`src/dsi_a_err_map.vh`:
```
// Offsets, field positions and reset values of the channel A error status registers
`ifndef DSI_A_ERR_MAP_VH
`define DSI_A_ERR_MAP_VH

// Target address on the two-wire register port
`define TARGET_ADDR          7'h2d

// Register offsets
`define LINK_STAT_OFS        8'hf0
`define PKT_STAT_OFS         8'hf1
`define ERR_FIRST_OFS        8'hf0
`define ERR_LAST_OFS         8'hf8

// Link status field positions
`define LNK_CONTENTION_BIT   7
`define LNK_FALSE_CTRL_BIT   6
`define LNK_TIMER_BIT        5
`define LNK_LP_ALIGN_BIT     4
`define LNK_ESCAPE_BIT       3
`define LNK_END_ALIGN_BIT    2
`define LNK_START_SYNC_BIT   1
`define LNK_START_LEAD_BIT   0

// Packet status field positions
`define PKT_PROTOCOL_BIT     7
`define PKT_BAD_LENGTH_BIT   5
`define PKT_UNKNOWN_TYPE_BIT 3
`define PKT_PAYLOAD_CRC_BIT  2
`define PKT_HDR_UNCORR_BIT   1
`define PKT_HDR_CORR_BIT     0

// Reserved packet status positions
`define PKT_RSV_HI_BIT       6
`define PKT_RSV_LO_BIT       4

// Implemented bits (bits 6 and 4 of packet status are reserved)
`define LINK_IMPL_MASK       8'hff
`define PKT_IMPL_MASK        8'haf

// Reset values
`define LINK_STAT_RST        8'h00
`define PKT_STAT_RST         8'h00

`endif

```
`src/sync2.v`:
```
// Two flip-flop synchroniser for signals arriving from outside the core clock
`timescale 1ns/100ps
`default_nettype none

module sync2 #(
	parameter WIDTH = 1,
	parameter [WIDTH-1:0] RST_VAL = {WIDTH{1'b0}}
) (
	input  wire             clk_i,
	input  wire             rst_b_i,
	input  wire [WIDTH-1:0] async_i,
	output wire [WIDTH-1:0] sync_o
);

	reg [WIDTH-1:0] meta_q;
	reg [WIDTH-1:0] sync_q;

	always @(posedge clk_i or negedge rst_b_i) begin
		if (!rst_b_i) begin
			meta_q <= RST_VAL;
			sync_q <= RST_VAL;
		end else begin
			meta_q <= async_i;
			sync_q <= meta_q;
		end
	end

	assign sync_o = sync_q;

endmodule // sync2

`default_nettype wire

```
`src/dsi_a_error_status.v`:
```
// Channel A error status registers behind a two-wire target register port
//
// Overview of operation
// - Line contention fault on channel A sets link status bit 7.
// - Incomplete escape/turnaround or high-speed request without bridge state sets bit 6.
// - High-speed receive or low-power transmit timer expiry sets bit 5.
// - Low-power end data not byte aligned sets bit 4.
// - Unknown escape entry sets bit 3; auto-cleared only by the read acknowledge report.
// - High-speed final byte off byte boundary sets bit 2.
// - Corrupted start of transmission, sync lost, sets bit 1.
// - Start-of-transmission leader bit error sets link status bit 0.
// - Packet protocol error sets packet status bit 7.
// - Invalid transmission length sets packet bit 5; bits 6 and 4 reserved.
// - Unrecognized data type sets packet status bit 3.
// - Payload checksum mismatch sets packet status bit 2.
// - Uncorrectable header ECC error sets packet status bit 1.
// - Corrected single header ECC error sets packet status bit 0.
// - Other flags clear on write of 1 or on any acknowledge-and-error report.
// - Status registers sit inside the error register range 0xf0 to 0xf8.
`timescale 1ns/100ps
`default_nettype none
`include "dsi_a_err_map.vh"

module dsi_a_error_status #(
	parameter [6:0] TARGET_ADDR = `TARGET_ADDR
) (
	input  wire       core_clk_i,
	input  wire       rst_b_i,
	input  wire       scl_i,
	input  wire       sda_i,
	output wire       sda_o,
	output wire       sda_oe_o,
	input  wire       a_line_contention_evt_i,
	input  wire       a_false_control_evt_i,
	input  wire       a_hs_rx_timer_evt_i,
	input  wire       a_lp_tx_timer_evt_i,
	input  wire       a_lowpower_align_evt_i,
	input  wire       a_escape_entry_evt_i,
	input  wire       a_end_align_evt_i,
	input  wire       a_start_sync_evt_i,
	input  wire       a_start_leader_evt_i,
	input  wire       a_protocol_evt_i,
	input  wire       a_bad_length_evt_i,
	input  wire       a_unknown_type_evt_i,
	input  wire       a_payload_crc_evt_i,
	input  wire       a_header_uncorrectable_evt_i,
	input  wire       a_header_corrected_evt_i,
	input  wire       ack_report_read_i,
	input  wire       ack_report_write_i,
	output wire [7:0] link_status_o,
	output wire [7:0] packet_status_o
);

	localparam [2:0] S_IDLE = 3'd0;
	localparam [2:0] S_RX   = 3'd1;
	localparam [2:0] S_ACK  = 3'd2;
	localparam [2:0] S_TX   = 3'd3;
	localparam [2:0] S_MACK = 3'd4;

	localparam [1:0] K_ADDR = 2'd0;
	localparam [1:0] K_PTR  = 2'd1;
	localparam [1:0] K_DATA = 2'd2;

	// Reset value of every flag, packet status in the upper half
	localparam [15:0] FLAG_RST = {`PKT_STAT_RST, `LINK_STAT_RST};

	reg        rst_meta_q;
	reg        rst_sync_q;
	wire       rst_b;

	wire [1:0] pins_s;
	wire       scl_s;
	wire       sda_s;
	reg        scl_p_q;
	reg        sda_p_q;
	wire       scl_rise;
	wire       scl_fall;
	wire       bus_start;
	wire       bus_stop;

	reg  [2:0] state_q;
	reg  [1:0] kind_q;
	reg  [3:0] bit_cnt_q;
	reg  [7:0] shift_q;
	reg  [7:0] ptr_q;
	reg        rw_q;
	reg        drive_low_q;
	reg        wr_stb_q;
	reg  [7:0] wr_addr_q;
	reg  [7:0] wr_data_q;
	reg  [7:0] rdata;

	wire [15:0] set_vec;
	wire [15:0] impl_mask;
	wire [15:0] w1c_vec;
	wire [15:0] auto_clr_vec;
	wire [15:0] flag_vec;
	reg  [7:0]  link_flags;

	// Reset release through two flip-flops
	always @(posedge core_clk_i or negedge rst_b_i) begin
		if (!rst_b_i) begin
			rst_meta_q <= 1'b0;
			rst_sync_q <= 1'b0;
		end else begin
			rst_meta_q <= 1'b1;
			rst_sync_q <= rst_meta_q;
		end
	end

	assign rst_b = rst_sync_q;

	// Bus pins idle high
	// No clock stretching: every bus phase must outlast the three-cycle
	// path through the synchroniser and the edge flops
	sync2 #(
		.WIDTH   (2),
		.RST_VAL (2'b11)
	) u_pin_sync (
		.clk_i   (core_clk_i),
		.rst_b_i (rst_b),
		.async_i ({scl_i, sda_i}),
		.sync_o  (pins_s)
	);

	assign scl_s = pins_s[1];
	assign sda_s = pins_s[0];

	always @(posedge core_clk_i or negedge rst_b) begin
		if (!rst_b) begin
			scl_p_q <= 1'b1;
			sda_p_q <= 1'b1;
		end else begin
			scl_p_q <= scl_s;
			sda_p_q <= sda_s;
		end
	end

	assign scl_rise  = scl_s & ~scl_p_q;
	assign scl_fall  = ~scl_s & scl_p_q;
	assign bus_start = scl_s & scl_p_q & sda_p_q & ~sda_s;
	assign bus_stop  = scl_s & scl_p_q & ~sda_p_q & sda_s;

	// Read data for the current pointer; all other offsets read zero
	// Pointer moves on after each byte, so a burst read walks the registers
	always @* begin
		rdata = 8'h00;
		case (ptr_q)
			`LINK_STAT_OFS: begin
				rdata = link_flags;
			end
			`PKT_STAT_OFS: begin
				rdata = flag_vec[15:8] & `PKT_IMPL_MASK;
			end
			default: begin
				rdata = 8'h00;
			end
		endcase
	end

	// Target protocol: address byte, register pointer, then data bytes
	always @(posedge core_clk_i or negedge rst_b) begin
		if (!rst_b) begin
			state_q     <= S_IDLE;
			kind_q      <= K_ADDR;
			bit_cnt_q   <= 4'h0;
			shift_q     <= 8'h00;
			ptr_q       <= 8'h00;
			rw_q        <= 1'b0;
			drive_low_q <= 1'b0;
			wr_stb_q    <= 1'b0;
			wr_addr_q   <= 8'h00;
			wr_data_q   <= 8'h00;
		end else begin
			wr_stb_q <= 1'b0;
			if (bus_start) begin
				state_q     <= S_RX;
				kind_q      <= K_ADDR;
				bit_cnt_q   <= 4'h0;
				drive_low_q <= 1'b0;
			end else if (bus_stop) begin
				state_q     <= S_IDLE;
				drive_low_q <= 1'b0;
			end else begin
				case (state_q)
					S_IDLE: begin
						drive_low_q <= 1'b0;
					end
					S_RX: begin
						if (scl_rise && bit_cnt_q != 4'd8) begin
							shift_q   <= {shift_q[6:0], sda_s};
							bit_cnt_q <= bit_cnt_q + 4'd1;
						end else if (scl_fall && bit_cnt_q == 4'd8) begin
							bit_cnt_q <= 4'h0;
							case (kind_q)
								K_ADDR: begin
									if (shift_q[7:1] == TARGET_ADDR) begin
										rw_q        <= shift_q[0];
										kind_q      <= K_PTR;
										drive_low_q <= 1'b1;
										state_q     <= S_ACK;
									end else begin
										// Not ours: stay off the bus until the next start
										state_q <= S_IDLE;
									end
								end
								K_PTR: begin
									ptr_q       <= shift_q;
									kind_q      <= K_DATA;
									drive_low_q <= 1'b1;
									state_q     <= S_ACK;
								end
								default: begin
									wr_stb_q    <= 1'b1;
									wr_addr_q   <= ptr_q;
									wr_data_q   <= shift_q;
									ptr_q       <= ptr_q + 8'h01;
									drive_low_q <= 1'b1;
									state_q     <= S_ACK;
								end
							endcase
						end
					end
					S_ACK: begin
						if (scl_fall) begin
							if (rw_q) begin
								// Read after address: first data bit goes out now
								drive_low_q <= ~rdata[7];
								shift_q     <= {rdata[6:0], 1'b0};
								bit_cnt_q   <= 4'd1;
								ptr_q       <= ptr_q + 8'h01;
								state_q     <= S_TX;
							end else begin
								drive_low_q <= 1'b0;
								bit_cnt_q   <= 4'h0;
								state_q     <= S_RX;
							end
						end
					end
					S_TX: begin
						if (scl_fall) begin
							if (bit_cnt_q == 4'd8) begin
								drive_low_q <= 1'b0;
								state_q     <= S_MACK;
							end else begin
								drive_low_q <= ~shift_q[7];
								shift_q     <= {shift_q[6:0], 1'b0};
								bit_cnt_q   <= bit_cnt_q + 4'd1;
							end
						end
					end
					S_MACK: begin
						if (scl_rise && sda_s) begin
							// Host declined more data
							state_q <= S_IDLE;
						end else if (scl_fall) begin
							// Host acknowledged: next register goes out
							drive_low_q <= ~rdata[7];
							shift_q     <= {rdata[6:0], 1'b0};
							bit_cnt_q   <= 4'd1;
							ptr_q       <= ptr_q + 8'h01;
							state_q     <= S_TX;
						end
					end
					default: begin
						state_q     <= S_IDLE;
						drive_low_q <= 1'b0;
					end
				endcase
			end
		end
	end

	assign sda_o    = 1'b0;
	assign sda_oe_o = drive_low_q;

	// Event sources, packet status in the upper half
	assign set_vec[`LNK_CONTENTION_BIT]   = a_line_contention_evt_i;
	assign set_vec[`LNK_FALSE_CTRL_BIT]   = a_false_control_evt_i;
	assign set_vec[`LNK_TIMER_BIT]        = a_hs_rx_timer_evt_i | a_lp_tx_timer_evt_i;
	assign set_vec[`LNK_LP_ALIGN_BIT]     = a_lowpower_align_evt_i;
	assign set_vec[`LNK_ESCAPE_BIT]       = a_escape_entry_evt_i;
	assign set_vec[`LNK_END_ALIGN_BIT]    = a_end_align_evt_i;
	assign set_vec[`LNK_START_SYNC_BIT]   = a_start_sync_evt_i;
	assign set_vec[`LNK_START_LEAD_BIT]   = a_start_leader_evt_i;
	assign set_vec[8+`PKT_PROTOCOL_BIT]   = a_protocol_evt_i;
	assign set_vec[8+`PKT_RSV_HI_BIT]     = 1'b0;
	assign set_vec[8+`PKT_BAD_LENGTH_BIT] = a_bad_length_evt_i;
	assign set_vec[8+`PKT_RSV_LO_BIT]     = 1'b0;
	assign set_vec[8+`PKT_UNKNOWN_TYPE_BIT] = a_unknown_type_evt_i;
	assign set_vec[8+`PKT_PAYLOAD_CRC_BIT]  = a_payload_crc_evt_i;
	assign set_vec[8+`PKT_HDR_UNCORR_BIT]   = a_header_uncorrectable_evt_i;
	assign set_vec[8+`PKT_HDR_CORR_BIT]     = a_header_corrected_evt_i;

	assign impl_mask = {`PKT_IMPL_MASK, `LINK_IMPL_MASK};

	// Write-one-to-clear; zeros leave flags untouched
	assign w1c_vec[7:0]  = (wr_stb_q && wr_addr_q == `LINK_STAT_OFS) ?
		wr_data_q : 8'h00;
	assign w1c_vec[15:8] = (wr_stb_q && wr_addr_q == `PKT_STAT_OFS) ?
		wr_data_q : 8'h00;

	// Escape entry flag ignores acknowledge reports for generic writes
	genvar gi;
	generate
		for (gi = 0; gi < 16; gi = gi + 1) begin : g_flag
			reg  flag_q;
			wire flag_d;
			if (gi == `LNK_ESCAPE_BIT) begin : g_esc
				assign auto_clr_vec[gi] = ack_report_read_i;
			end else begin : g_std
				assign auto_clr_vec[gi] = ack_report_read_i | ack_report_write_i;
			end
			// A set in the same cycle as a clear wins
			assign flag_d = set_vec[gi] |
				(flag_q & ~(w1c_vec[gi] | auto_clr_vec[gi]));
			always @(posedge core_clk_i or negedge rst_b) begin
				if (!rst_b) begin
					flag_q <= FLAG_RST[gi];
				end else if (impl_mask[gi]) begin
					flag_q <= flag_d;
				end else begin
					flag_q <= 1'b0;
				end
			end
			assign flag_vec[gi] = flag_q;
		end
	endgenerate

	always @* begin
		link_flags = flag_vec[7:0];
	end

	assign link_status_o   = flag_vec[7:0];
	assign packet_status_o = flag_vec[15:8];

endmodule // dsi_a_error_status

`default_nettype wire

```
`config.mk`:
```
export PLATFORM = sky130hd
export DESIGN_NAME = dsi_a_error_status
export DESIGN_NICKNAME = d
export VERILOG_FILES = /design/src/sync2.v /design/src/dsi_a_error_status.v
export VERILOG_INCLUDE_DIRS = /design/src
export SDC_FILE = /design/constraint.sdc
export NUM_CORES = 1
export LEC_CHECK = 0
export BUFFER_PORTS_ARGS = -buffer_cell sky130_fd_sc_hd__buf_2
export CAP_MARGIN = 15
export CORE_UTILIZATION = 60
export CTS_BUF_LIST = sky130_fd_sc_hd__clkbuf_2
export CTS_CLUSTER_SIZE = 24
export DETAILED_ROUTE_END_ITERATION = 10
export GPL_TIMING_DRIVEN = 0
export PLACE_DENSITY = 0.78
export SLEW_MARGIN = 20
export SYNTH_ARGS = -nofsm -noshare
export SYNTH_HDL_FRONTEND = slang
export SYNTH_HIERARCHICAL = 1
export SYNTH_SLANG_ARGS = --single-unit
```
`constraint.sdc`:
```
create_clock -name core_clk_i -period 2.3 [get_ports core_clk_i]
set_input_delay 0 -clock core_clk_i [delete_from_list [all_inputs] [get_ports core_clk_i]]
set_output_delay 0 -clock core_clk_i [all_outputs]
set_load 0.03 [all_outputs]
```
# Word-level counts from Yosys, hierarchy flattened
# Index checks and enable logic that the tools add are counted.
[classes]
n_eq_ne = 41
bitwise = 75
muxes = 69
reduce_logical = 22
n_addsub = 2
[ops]
columns = ["operator", "n"]
rows = [
  ["$mux W8", 15],
  ["$mux W4", 9],
  ["$ne A4 B4 Y1 const B", 9],
  ["$eq A8 B8 Y1 const B", 4],
  ["$pmux W8 S2", 2],
  ["$pmux W8 S4", 1],
  ["$mux W3", 10],
  ["$or A1 B1 Y1", 30],
  ["$ne A2 B2 Y1 const B", 12],
  ["$not A1 Y1", 24],
  ["$pmux W8 S3", 1],
  ["$and A1 B1 Y1", 21],
  ["$ne A3 B3 Y1 const B", 7],
  ["$reduce_and A7 Y1", 3],
  ["$reduce_and A10 Y1", 2],
  ["$mux W1", 19],
  ["$mux W2", 8],
  ["$pmux W4 S4", 1],
  ["$pmux W3 S5", 1],
  ["$reduce_and A6 Y1", 2],
  ["$ne A5 B5 Y1 const B", 2],
  ["$add A8 B1 Y8 const B", 1],
  ["$reduce_and A8 Y1", 1],
  ["$eq A7 B6 Y1 const B", 1],
  ["16 further kinds", 23],
]
[word_totals]
word_cells = 239
out_inout_bits = 18
regBits = 66
input_bits = 21

# Longest topological paths before layout
# Gate-level depths: netlist of the first run.
[logic_depth]
ltp_word = 8
depth_mapped = 9
ltp_nobuf = 7

# Cells and area by module
# Netlist of the first run, hierarchy kept.
[modules_own_cells]
columns = ["module", "seq_area_each_um2", "cells_per_inst", "area_per_inst_um2", "n_inst"]
rows = [
  ["dsi_a_error_status", 1554.0, 345, 3508.4, 1],
  ["sync2", 105.1, 4, 105.1, 1],
]

# Worst setup path after synthesis of the first run
# OpenSTA, ideal clock, no wires.
[synth_path]
path_kind = "reg-to-reg"
startpoint = "register bit_cnt_q[0]"
endpoint = "register shift_q[0]"
arrival_ps = 2006
required_time_ps = 2175
path_stages_with_launch = 9
synth_period_minus_slack_ps = 2131
setup_ps = 125
setup_slack_ps = 169
n_path_buf = 2
cell_sequence = "dfrtp_1 inv_1 ha_1 and3b_1 buf_2 o31a_1 or4_1 buf_6 mux2_4"
[synth_via]
elab_chain_len = 4
word_cells_on_any_way = 6
[synth_lines]
columns = ["item", "line", "rtl"]
rows = [
  ["from (decl)", "dsi_a_error_status.v:83", "reg [3:0] bit_cnt_q;"],
  ["from (signal assigned)", "dsi_a_error_status.v:192", "bit_cnt_q <= bit_cnt_q + 4'd1;"],
  ["from (signal assigned)", "dsi_a_error_status.v:248", "bit_cnt_q <= bit_cnt_q + 4'd1;"],
  ["$ne A4 B4 Y1", "dsi_a_error_status.v:190", "if (scl_rise && bit_cnt_q != 4'd8) begin"],
  ["$logic_and A1 B1 Y1", "dsi_a_error_status.v:190", ""],
  ["$ne A2 B2 Y1 (no source line)", "-", ""],
  ["$reduce_and A10 Y1 (no source line) (*)", "-", ""],
  ["to (signal assigned)", "dsi_a_error_status.v:191", "shift_q <= {shift_q[6:0], sda_s};"],
  ["to (signal assigned)", "dsi_a_error_status.v:229", "shift_q <= {rdata[6:0], 1'b0};"],
  ["to (signal assigned)", "dsi_a_error_status.v:247", "shift_q <= {shift_q[6:0], 1'b0};"],
  ["to (decl)", "dsi_a_error_status.v:84", "reg [7:0] shift_q;"],
]
# Mark *: on every way between the ends. The rest lies on a longest branch, timed or not.
# A chain may end at the register's enable or synchronous reset.

# Worst setup path in the final report of the first run
[layout_path]
startpoint = "register scl_p_q"
endpoint = "register shift_q[3]"
[layout_via]
elab_chain_len = 5
word_cells_on_any_way = 18
[layout_lines]
columns = ["item", "line", "rtl"]
rows = [
  ["from (decl)", "dsi_a_error_status.v:74", "reg scl_p_q;"],
  ["from (signal assigned)", "dsi_a_error_status.v:134", "scl_p_q <= scl_s;"],
  ["$and A1 B1 Y1 or $not A1 Y1 (tied branches)", "dsi_a_error_status.v:141, dsi_a_error_status.v:142, dsi_a_error_status.v:139", ""],
  ["$and A1 B1 Y1 (on tied branches)", "dsi_a_error_status.v:142, dsi_a_error_status.v:139, dsi_a_error_status.v:141", ""],
  ["$and A1 B1 Y1, or another cell as far along", "dsi_a_error_status.v:142", "assign bus_stop = scl_s & scl_p_q & ~sda_p_q & sda_s;"],
  ["$not A1 Y1 (no source line) or $ne A2 B2 Y1 (tied branches)", "-", ""],
  ["$reduce_and A10 Y1 (no source line) (*)", "-", ""],
]
# Marked as above.

==> results of run 1 <==
## sequential cells by signal, summed over array words and instances (netlist names)
name / cells
ptr_q: 8
scl_p_q: 1
sda_p_q: 1
sda_oe_o: 1
u_pin_sync/sync_o: 2
shift_q: 8
kind_q: 2
state_q: 3
g_flag.flag_q: 14
wr_data_q: 8
rw_q: 1
rst_b: 1
bit_cnt_q: 4
wr_addr_q: 8
rst_meta_q: 1
u_pin_sync/meta_q: 2
wr_stb_q: 1
## metal layers
| metal | share of wire (%) | GRT usage (%) | vias to the layer above |
|---|---|---|---|
| li1 | - | - | 1393 |
| met1 | 45 | 40.7 | 1508 |
| met2 | 49 | 47.5 | 94 |
| met3 | 4.7 | 4.46 | 11 |
| met4 | 1.6 | 12.9 | 0 |
| met5 | 0 | 0 | - |
## final cells by class
class                           instances  area share [%]
Clock buffer                           11            1.27
Sequential cell                        66            38.4
Timing Repair Buffer                   62            10.7
Clock inverter                          5            1.85
Multi-Input combinational cell        236            39.3
Buffer                                 34            5.29
Tap cell                               72            2.08
Inverter                               13            1.13
## power groups by stage
stage | Clock (mW) | Sequential, mW | Combinational (mW)
2_1_floorplan | 0 | 1.34 | 0.265
4_1_cts | 0.804 | 1.35 | 0.385
3_5_place_dp | 0 | 1.37 | 0.356
5_1_grt | 0.855 | 1.36 | 0.444
6_report | 0.807 | 1.36 | 0.408
3_3_place_gp | 0 | 1.38 | 0.321
## stage by stage
step | total power, mW | utilization, %
3_3_place_gp | 1.71 | 68.9
3_5_place_dp | 1.73 | 69.4
5_1_grt | 2.66 | 76.7
4_1_cts | 2.54 | 75.8
6_report | 2.57 | 76.7
2_1_floorplan | 1.60 | -
## logic make-up after synthesis
kind of cell	Yosys count
compound gates	88
xor+xnor	2
fa+ha+maj	5
buf+inv	49
flops	66
mux	31
other cells	2
simple gates	106
## critical path, cell delays in order (launching register included)
cell	delay, ns
dfstp_2	0.57
buf_4	0.15
nor2b_4	0.18
buf_12	0.12
nor3_1	0.07
or4_1	0.55
buf_6	0.17
mux2_4	0.30
## path summary, 6_finish.rpt
check,startpoint,to,slack [ns],cells past startpoint
setup / recovery,scl_p_q,shift_q[3],0.09,7
hold / removal,sda_i,u_pin_sync/meta_q[0],0.13,2
setup reg to reg,scl_p_q,shift_q[3],0.09,7
hold reg to reg,rst_b,state_q[1],0.17,0
max in group asynchronous,rst_b,bit_cnt_q[0],1.61,1
min in group asynchronous,rst_b,state_q[1],0.17,0
## placed cells by master, fill, tap and decap left out, types with 13 or more instances in the layout
master	n
buf_2	40
nand3_1	13
nand2_1	34
a31o_2	13
inv_1	13
buf_4	23
o21ai_0	24
a21oi_1	19
mux2_2	17
dlygate4sd3_1	21
dfrtp_1	59
## what timing repair did
| action | 4_1_cts | 5_1_grt |
|---|---|---|
| resized for setup | 4 | 4 |
| pin swaps | 0 | 1 |
| setup buffers | 0 | 5 |
| gates cloned | 0 | 0 |
| setup endpoints to repair | 17 | 24 |
| hold buffers | 21 | 0 |
| endpoints found under the hold margin | 18 | 0 |
==> impl_metrics.toml, run 1 <==
[run_status]
outcome = "finished, final reports clean"

[logic_synthesis]
postSynthRegisterBits = 66
synthDominantAreaCellType = "dfrtp_1"
library_cells_used_by_synthesis = 63
synth_simple_gate_area_share_pct = 16.6
yosysTopAreaCellShare_pct = 41.6
async_flop_share_pct = 100
synth_compound_gate_area_share_pct = 16.7
post_synth.cell_area_avg_um2 = 10.4
predominant_post_synthesis_flop_cell = "dfrtp_1"
synth.cells.most_frequent = "dfrtp_1, nand2_1, o21ai_0"
syn_inst = 349
yosys.area_share.xor_xnor_pct = 0.693
main_combinational_cell_family_by_area_after_synthesis = "compound AO/OA/AOI/OAI gates"
ys_seq_area_share_pct = 45.9
yosys.cell_count.top_type = "dfrtp_1"
synth-edff-count = 0
synth.area.top_cells = "dfrtp_1, mux2_2, dfstp_2, buf_4, nand2_1"
syn_area_um2 = 3610
yosysWarningCount = 6
synth_fa_ha_area_share_pct = 1.73
portion_of_netlist_area_occupied_by_mux_cells_pct = 10.3

[layout]
fin_nets = 448
post_layout_instance_count_excluding_filler_cells = 499
post_route_cells_drive_above_1_share_pct = 33.5
num-fill-cells = 371
seqCellArea_um2 = 1660
antenna-diode-count = 0
multi_input_gate_area_in_the_final_layout_um2 = 1700
syn_to_final_growth_pct = 19.8
postLayoutCellArea_um2 = 4330

[sta]
slew_headroom_pct = 65.9
setup_tns_ns = 0
final_hold_violation_count = 0
hold_ws_ns = 0.127
finalSetupViolCount = 0
period_minus_slack_ns = 2.21
maxClockFrequency_ghz = 0.453
tightestPinTransition_ns = 0.512
worst_clock_skew_ns = 0.0389
layout_setup_ws_ns = 0.0920
finalCritPeriodShare_pct = 96.0
slew_viol_final = 0

[route]
finalWirelength_mm = 8.59
drt_drc_violations_left = 0
drt_iter0_drc = 253
drt.antenna.violating_nets = 0
dr_wl_cell_um = 17.2
vias_per_cell = 6.02
number_of_detailed_route_iterations_in_the_first_pass = 4
detailroute.via_count = 3006

[setup_path]
worstSetupStartpointType = "flop"
critical_path_class = "reg -> reg"
timing.critical_path.fanout_max = 10
worstSetupEndpointType = "flop"
cp.arrival_ns = 2.61
required_time_at_the_worst_slack_endpoint_ns = 2.70

[placement]
port_buffers = 35
dpl-instance-area_um2 = 3920
detailedPlace.worstSlack_ns = -0.0284
final_estimated_routing_congestion_in_global_placement = 0.888
hpwlAfterDp_mm = 5.56
placed_cells_incl_taps = 459

[floorplan]
core-area_um2 = 5640
floorplan.die.width_um = 79.6
fp.dieArea_um2 = 6340
row_count = 27
floorplan.die.height_um = 79.6
start_util_pct = 64.0
io-pin-count = 39

[global_routing]
grt_start_max_net_pins = 57
vias_in_the_first_global_route = 2953
grt_remaining_overflow = 0
antenna_found_initial = 0
grt.total_usage_pct = 29.9
grt_first_pass_wirelength_mm = 14.3

[clock_tree]
cts.root.buffer_cell = "clkbuf_2"
tritoncts = "done"
cts.sink_count = 66
clockBufferDepth = 2
clk_transition_reported_paths_ns = 0.19
cts_htree_levels = 3
cts_inserted_buffers = 9
clk-insertion-delay-late_ns = 0.53

[power]
power.share.clock_pct = 31.4
ir_drop_mv = 0.476
power.net_switching_uw = 738
pwr-share-comb_pct = 15.9
swShare_pct = 28.7
leakage_nw = 1.99
sequentialPowerShare_pct = 52.7
cellInternalPower_mw = 1.83
power-per-cell-area_nw_per_um2 = 594

[flow_run]
cap_violations = 0

[min_path]
hp-class = "in -> reg"
Power figures use the tool's default switching activity.
==> inputs of run 2 (changes only) <==
--- a/config.mk
+++ b/config.mk
@@ -13,7 +13,7 @@
 export CTS_CLUSTER_SIZE = 24
 export DETAILED_ROUTE_END_ITERATION = 10
 export GPL_TIMING_DRIVEN = 0
-export PLACE_DENSITY = 0.78
+export PLACE_DENSITY = 0.81
 export SLEW_MARGIN = 20
 export SYNTH_ARGS = -nofsm -noshare
 export SYNTH_HDL_FRONTEND = slang
==> constraint.sdc (replaced) <==
create_clock -name core_clk_i -period 2.3 [get_ports core_clk_i]
set_input_delay 0 -clock core_clk_i [delete_from_list [all_inputs] [get_ports core_clk_i]]
set_output_delay 0 -clock core_clk_i [all_outputs]
set_load 0.01 [all_outputs]
==> run 2 against run 1 <==
  * Hold slack improved by 0.033 ns
  * Clock power is 19% lower
  * Sequential share of layout area fell by 0.60 points
  * Highest routed layer unchanged
  * Largest cell class unchanged
  * Register-to-register slack lost 0.05 ns
  * Fmax down 2.2%
==> impl_metrics.toml, run 2 (synthesized netlist as in run 1, its figures left out) <==
[flow_run]
cap_violations = 0

[power]
leakage_nw = 2.04
power.share.clock_pct = 27.1
power-per-cell-area_nw_per_um2 = 552
power.net_switching_uw = 692
ir_drop_mv = 0.377
pwr-share-comb_pct = 17.0
sequentialPowerShare_pct = 55.9
swShare_pct = 28.5
cellInternalPower_mw = 1.73

[layout]
syn_to_final_growth_pct = 21.7
finish.utilization_pct = 77.9
final_common_cell = "dfrtp_1"
largest_register_ffs = 14
fin_nets = 459
post_route_cells_drive_above_1_share_pct = 35.2
regMostFlops = "g_flag.flag_q"
antenna-diode-count = 0
layout_common_cells = "dfrtp_1, buf_2, nand2_1, buf_4, o21ai_0"
num-fill-cells = 350

[floorplan]
start_util_pct = 64.0
floorplan.die.height_um = 79.6
io-pin-count = 39
row_count = 27
core-area_um2 = 5640
floorplan.die.width_um = 79.6
fp.dieArea_um2 = 6340

[route]
drt_drc_violations_left = 0
finalWirelength_mm = 8.79
drt_iter0_drc = 203
detailroute.via_count = 2992
number_of_detailed_route_iterations_in_the_first_pass = 5
vias_per_cell = 5.87
dr_wl_cell_um = 17.2
drt.antenna.violating_nets = 0

[placement]
hpwlAfterDp_mm = 5.57
final_estimated_routing_congestion_in_global_placement = 0.918
port_buffers = 35

[global_routing]
grt_remaining_overflow = 0
grt.busiest_layer = "met2"
vias_in_the_first_global_route = 2980
grt_first_pass_wirelength_mm = 14.5
met3_track_utilization_from_global_routing_pct = 4.91
global_route.usage.met1_pct = 39.8
antenna_found_initial = 0
grt_start_max_net_pins = 57
grtUsageMet2_pct = 50.3
grt.total_usage_pct = 30.2

[setup_path]
critical_path.max_stage_delay_ns = 0.48
timing.critical_path.max_delay_family = "simple AND/OR/NAND/NOR gates"
worstPathBufferInverterCount = 3
crit_path_top_delay_cell = "or4_1"
timing.critical_path.fanout_max = 8
worst_case_reg_to_reg_path_depth = 8
crit_top_cell = "buf_6"
worstSetupEndpointType = "flop"
required_time_at_the_worst_slack_endpoint_ns = 2.67
rrSetupSlack_ns = 0.04
cp.arrival_ns = 2.63
worstReg2RegStart = "bit_cnt_q[1]"
worstSetupStartpointType = "flop"
r2r-end = "shift_q[1]"
critical_path_class = "reg -> reg"
crit_path_cell_trace = "inv_2 > ha_4 > and3b_1 > buf_6 > o31a_1 > or4_1 > buf_6 > mux2_4"

[sta]
hold_ws_ns = 0.160
finalSetupViolCount = 0
slew_headroom_pct = 63.8
setup_repair_after_global_routing_missed_its_margin = "yes"
finalCritPeriodShare_pct = 98.2
tightestPinTransition_ns = 0.543
worst_clock_skew_ns = 0.0336
final_hold_violation_count = 0
setup_tns_ns = 0
maxClockFrequency_ghz = 0.443
period_minus_slack_ns = 2.26
slew_viol_final = 0

[min_path]
hp-class = "reg -> async"

[clock_tree]
cts.root.buffer_cell = "clkbuf_2"
clk_transition_reported_paths_ns = 0.19
cts_htree_levels = 3
clockBufferDepth = 2
tritoncts = "done"
cts.sink_count = 66
cts_inserted_buffers = 9
clk-insertion-delay-late_ns = 0.48

[run_status]
outcome = "finished, final reports clean"
-- run 2: cell types whose count changed in the layout (fill, tap and decap cells not counted), moves of 2 or more --
cell,before,now
clkinv_1,0,2
clkinvlp_4,2,0
buf_6,3,6
buf_4,23,32
inv_1,13,11
inv_2,0,2
-- run 2: stage by stage --
stage	area (µm²)	cells	total power, mW	setup slack [ns]
final	4400	510	2.42	0.0414
after floorplan	3620	351	1.57	0.169
after global routing	4400	510	2.52	-0.0387
after global placement	3890	458	1.67	-0.345
after CTS	4260	498	2.38	0.0208
after detailed placement	3920	459	1.70	-0.0341
-- run 2: how the worst max path moves through the flow --
stage | from | endpoint | slack, ns | cells after the start
finish | bit_cnt_q[1] | shift_q[1] | 0.04 | 8
global route | bit_cnt_q[1] | bit_cnt_q[3] | -0.04 | 9
CTS | bit_cnt_q[1] | shift_q[1] | 0.02 | 8
detailed placement | bit_cnt_q[0] | wr_addr_q[4] | -0.03 | 9
global placement | rst_b | wr_addr_q[2] | -0.35 | 0
floorplan | bit_cnt_q[0] | shift_q[0] | 0.17 | 8
-- run 2: per-layer routing --
layer | vias to the layer above | wire length (µm)
met3 | 13 | 465
met4 | 0 | 132
met2 | 115 | 4320
met5 | - | 0
li1 | 1416 | -
met1 | 1448 | 3880
-- run 2: area by class of cell --
type	instances	area (µm²)	area share, %
repair buffers	72	526	12.0
plain buffers	35	250	5.69
clock inverters	5	47.5	1.08
inverters	13	48.8	1.11
flip-flops and latches	66	1660	37.8
clock buffers	11	55.1	1.25
multi-input cells	236	1720	39.0
well taps	72	90.1	2.05
-- run 2: repair_timing --
action / 4_1_cts / 5_1_grt
resized for setup: 3 / 15
hold buffers: 21 / 0
pin swaps: 1 / 3
hold endpoints to repair: 18 / 0
setup endpoints to repair: 15 / 25
setup buffers: 2 / 13
-- run 2: power by group through the flow --
stage / Sequential (mW) / Combinational [mW] / Clock, mW
after floorplan: 1.34 / 0.235 / 0
after global placement: 1.38 / 0.288 / 0
after detailed placement: 1.37 / 0.332 / 0
after CTS: 1.34 / 0.376 / 0.657
after global routing: 1.36 / 0.453 / 0.703
final: 1.36 / 0.411 / 0.657
==> inputs of run 3 (changes only) <==
--- a/config.mk
+++ b/config.mk
@@ -6,6 +6,7 @@
 export SDC_FILE = /design/constraint.sdc
 export NUM_CORES = 1
 export LEC_CHECK = 0
+export ABC_AREA = 1
 export BUFFER_PORTS_ARGS = -buffer_cell sky130_fd_sc_hd__buf_2
 export CAP_MARGIN = 15
 export CORE_UTILIZATION = 60
==> constraint.sdc (replaced) <==
create_clock -name core_clk_i -period 2.51 [get_ports core_clk_i]
set_input_delay 0 -clock core_clk_i [delete_from_list [all_inputs] [get_ports core_clk_i]]
set_output_delay 0 -clock core_clk_i [all_outputs]
set_load 0.01 [all_outputs]
==> run 3 against run 2 <==
  * Global-route usage down 0.47 points
  * Clock skew increased by 0.00088 ns
  * Core utilization down 4.4 points
  * Largest power group unchanged
==> impl_metrics.toml, run 3 <==
[global_routing]
antenna_found_initial = 0
grt_remaining_overflow = 0
grt_start_max_net_pins = 54
grt.total_usage_pct = 29.7
grt_first_pass_wirelength_mm = 14.5
vias_in_the_first_global_route = 3165

[power]
power-per-cell-area_nw_per_um2 = 551
swShare_pct = 33.8
power.share.clock_pct = 24.7
cellInternalPower_mw = 1.60
power.net_switching_uw = 820
leakage_nw = 2.27
pwr-share-comb_pct = 22.2
ir_drop_mv = 0.383
sequentialPowerShare_pct = 53.1

[sta]
setup_repair_after_global_routing_missed_its_margin = "no"
period_minus_slack_ns = 2.19
worst_clock_skew_ns = 0.0345
maxClockFrequency_ghz = 0.456
slew_headroom_pct = 58.3
finalSetupViolCount = 0
layout_setup_ws_ns = 0.319
slew_viol_final = 0
final_hold_violation_count = 0
tightestPinTransition_ns = 0.623
finalCritPeriodShare_pct = 87.3

[placement]
hpwlAfterDp_mm = 6.46
port_buffers = 35
placed_cells_incl_taps = 625
detailedPlace.worstSlack_ns = 0.648
final_estimated_routing_congestion_in_global_placement = 0.927

[layout]
layout_common_cells = "nand2_1, dfrtp_1, inv_1, nor2_1, buf_2"
largest_register_ffs = 14
antenna-diode-count = 0
multi_input_gate_area_in_the_final_layout_um2 = 1740
syn_to_final_growth_pct = 17.1
final_common_cell = "nand2_1"
num-fill-cells = 459
post_route_cells_drive_above_1_share_pct = 19.0
fin_nets = 610
regMostFlops = "g_flag.flag_q"
seqCellArea_um2 = 1660
post_layout_instance_count_excluding_filler_cells = 663

[logic_synthesis]
ys_seq_area_share_pct = 44.1
yosys.cell_count.top_type = "nand2_1"
post_synth.cell_area_avg_um2 = 7.35
yosysWarningCount = 6
synthDominantAreaCellType = "dfrtp_1"
synth.area.top_cells = "dfrtp_1, nand2_1, inv_1, nand3_1, dfstp_2"
library_cells_used_by_synthesis = 32
synth-edff-count = 0
syn_inst = 512
async_flop_share_pct = 100
synth.cells.most_frequent = "nand2_1, dfrtp_1, inv_1"
postSynthRegisterBits = 66
syn_area_um2 = 3760
predominant_post_synthesis_flop_cell = "dfrtp_1"
yosysTopAreaCellShare_pct = 39.9

[clock_tree]
cts.sink_count = 66
cts_post_setup_buffers_inserted = 0
clk_transition_reported_paths_ns = 0.18
post_cts_hold_buffers = 23
cts_htree_levels = 3
clockBufferDepth = 2
cts_inserted_buffers = 9
clk-insertion-delay-late_ns = 0.51
tritoncts = "done"
cts-resized-gates = 0
cts.root.buffer_cell = "clkbuf_2"

[route]
drt_iter0_drc = 244
number_of_detailed_route_iterations_in_the_first_pass = 5
drt.antenna.violating_nets = 0
finalWirelength_mm = 8.93
dr_wl_cell_um = 13.5
drt_drc_violations_left = 0
vias_per_cell = 5.18
detailroute.via_count = 3434

[setup_path]
cp.arrival_ns = 2.61
worstReg2RegStart = "wr_addr_q[4]"
timing.critical_path.fanout_max = 8
critical_path_class = "reg -> reg"
worstSetupStartpointType = "flop"
worstSetupEndpointType = "flop"
required_time_at_the_worst_slack_endpoint_ns = 2.92
critPathLaunch = "wr_addr_q[4]"

[floorplan]
row_count = 28
fp.dieArea_um2 = 6590
io-pin-count = 39
start_util_pct = 62.8
floorplan.die.height_um = 81.2
floorplan.die.width_um = 81.2
core-area_um2 = 5990

[min_path]
hp-class = "in -> reg"
worstHoldStart = "scl_i"

[run_status]
outcome = "finished, final reports clean"

[flow_run]
cap_violations = 0
-- run 3: changes by cell type in the layout (fill, tap and decap cells not counted), moves of 10 or more --
| cell | previous run | this run |
|---|---|---|
| mux2_2 | 17 | 0 |
| a21oi_1 | 19 | 8 |
| buf_4 | 32 | 17 |
| nor2_1 | 12 | 42 |
| inv_1 | 11 | 51 |
| nand2_1 | 34 | 186 |
| nand3_1 | 13 | 37 |
| nor2_2 | 0 | 10 |
| o21ai_1 | 1 | 20 |
-- run 3: logic make-up after synthesis --
group | Yosys count | share of synthesized area, %
AO/OA/AOI/OAI | 60 | 9.18
XOR/XNOR | 4 | 0.932
adder cells (fa/ha/maj) | 5 | 1.66
buffers and inverters | 79 | 9.95
flip-flops | 66 | 44.1
other | 2 | 0.200
AND/OR/NAND/NOR | 296 | 34.0
-- run 3: final cells by class --
type	instances	area share (%)
multi-input combinational	369	39.4
sequential	66	37.8
timing repair buffer	59	9.83
inverter	54	4.60
buffer	25	3.89
tap	75	2.13
clock inverter	6	1.34
clock buffer	9	1.02
-- run 3: per-layer routing --
layer	routed length, µm	vias to the layer above	track usage, %
met4	133	0	11.1
li1	-	1741	-
met5	0	-	0
met1	4130	1594	38.7
met3	420	14	4.04
met2	4250	85	50.1
-- run 3: path summary, 6_finish.rpt --
kind | to | slack (ns) | cells past startpoint
max | g_flag[1].flag_q | 0.32 | 7
min | u_pin_sync/meta_q[1] | 0.13 | 2
max reg2reg | g_flag[1].flag_q | 0.32 | 7
min reg2reg | wr_addr_q[0] | 0.15 | 0
max in group asynchronous | u_pin_sync/meta_q[0] | 1.76 | 1
min in group asynchronous | wr_addr_q[0] | 0.15 | 0
-- run 3: worst max-delay path, cell delays in order, from the launching register on --
cell	delay [ns]
dfrtp_1	0.39
nand2_1	0.05
nor2_1	0.17
nand3_1	0.11
nor2_1	0.50
nand2_1	0.13
a31o_2	0.23
dlygate4sd3_1	0.54
-- run 3: stage by stage --
step | power [mW] | hold slack [ns] | util [%] | setup TNS, ns | area [µm²]
after global routing | 2.56 | 0.112 | 73.5 | 0 | 4400
final | 2.42 | 0.129 | 73.5 | 0 | 4400
after CTS | 2.42 | 0.113 | 73.5 | 0 | 4400
after detailed placement | 1.80 | -0.214 | 67.9 | 0 | 4070
after global placement | 1.78 | -0.216 | 67.4 | -10.70 | 4040
after floorplan | 1.64 | -0.296 | - | 0 | 3770
-- run 3: power groups by stage --
stage	Combinational [mW]	Clock, mW	Sequential, mW
6_report	0.538	0.600	1.29
5_1_grt	0.610	0.650	1.30
4_1_cts	0.530	0.608	1.28
3_5_place_dp	0.500	0	1.30
3_3_place_gp	0.464	0	1.31
2_1_floorplan	0.364	0	1.28
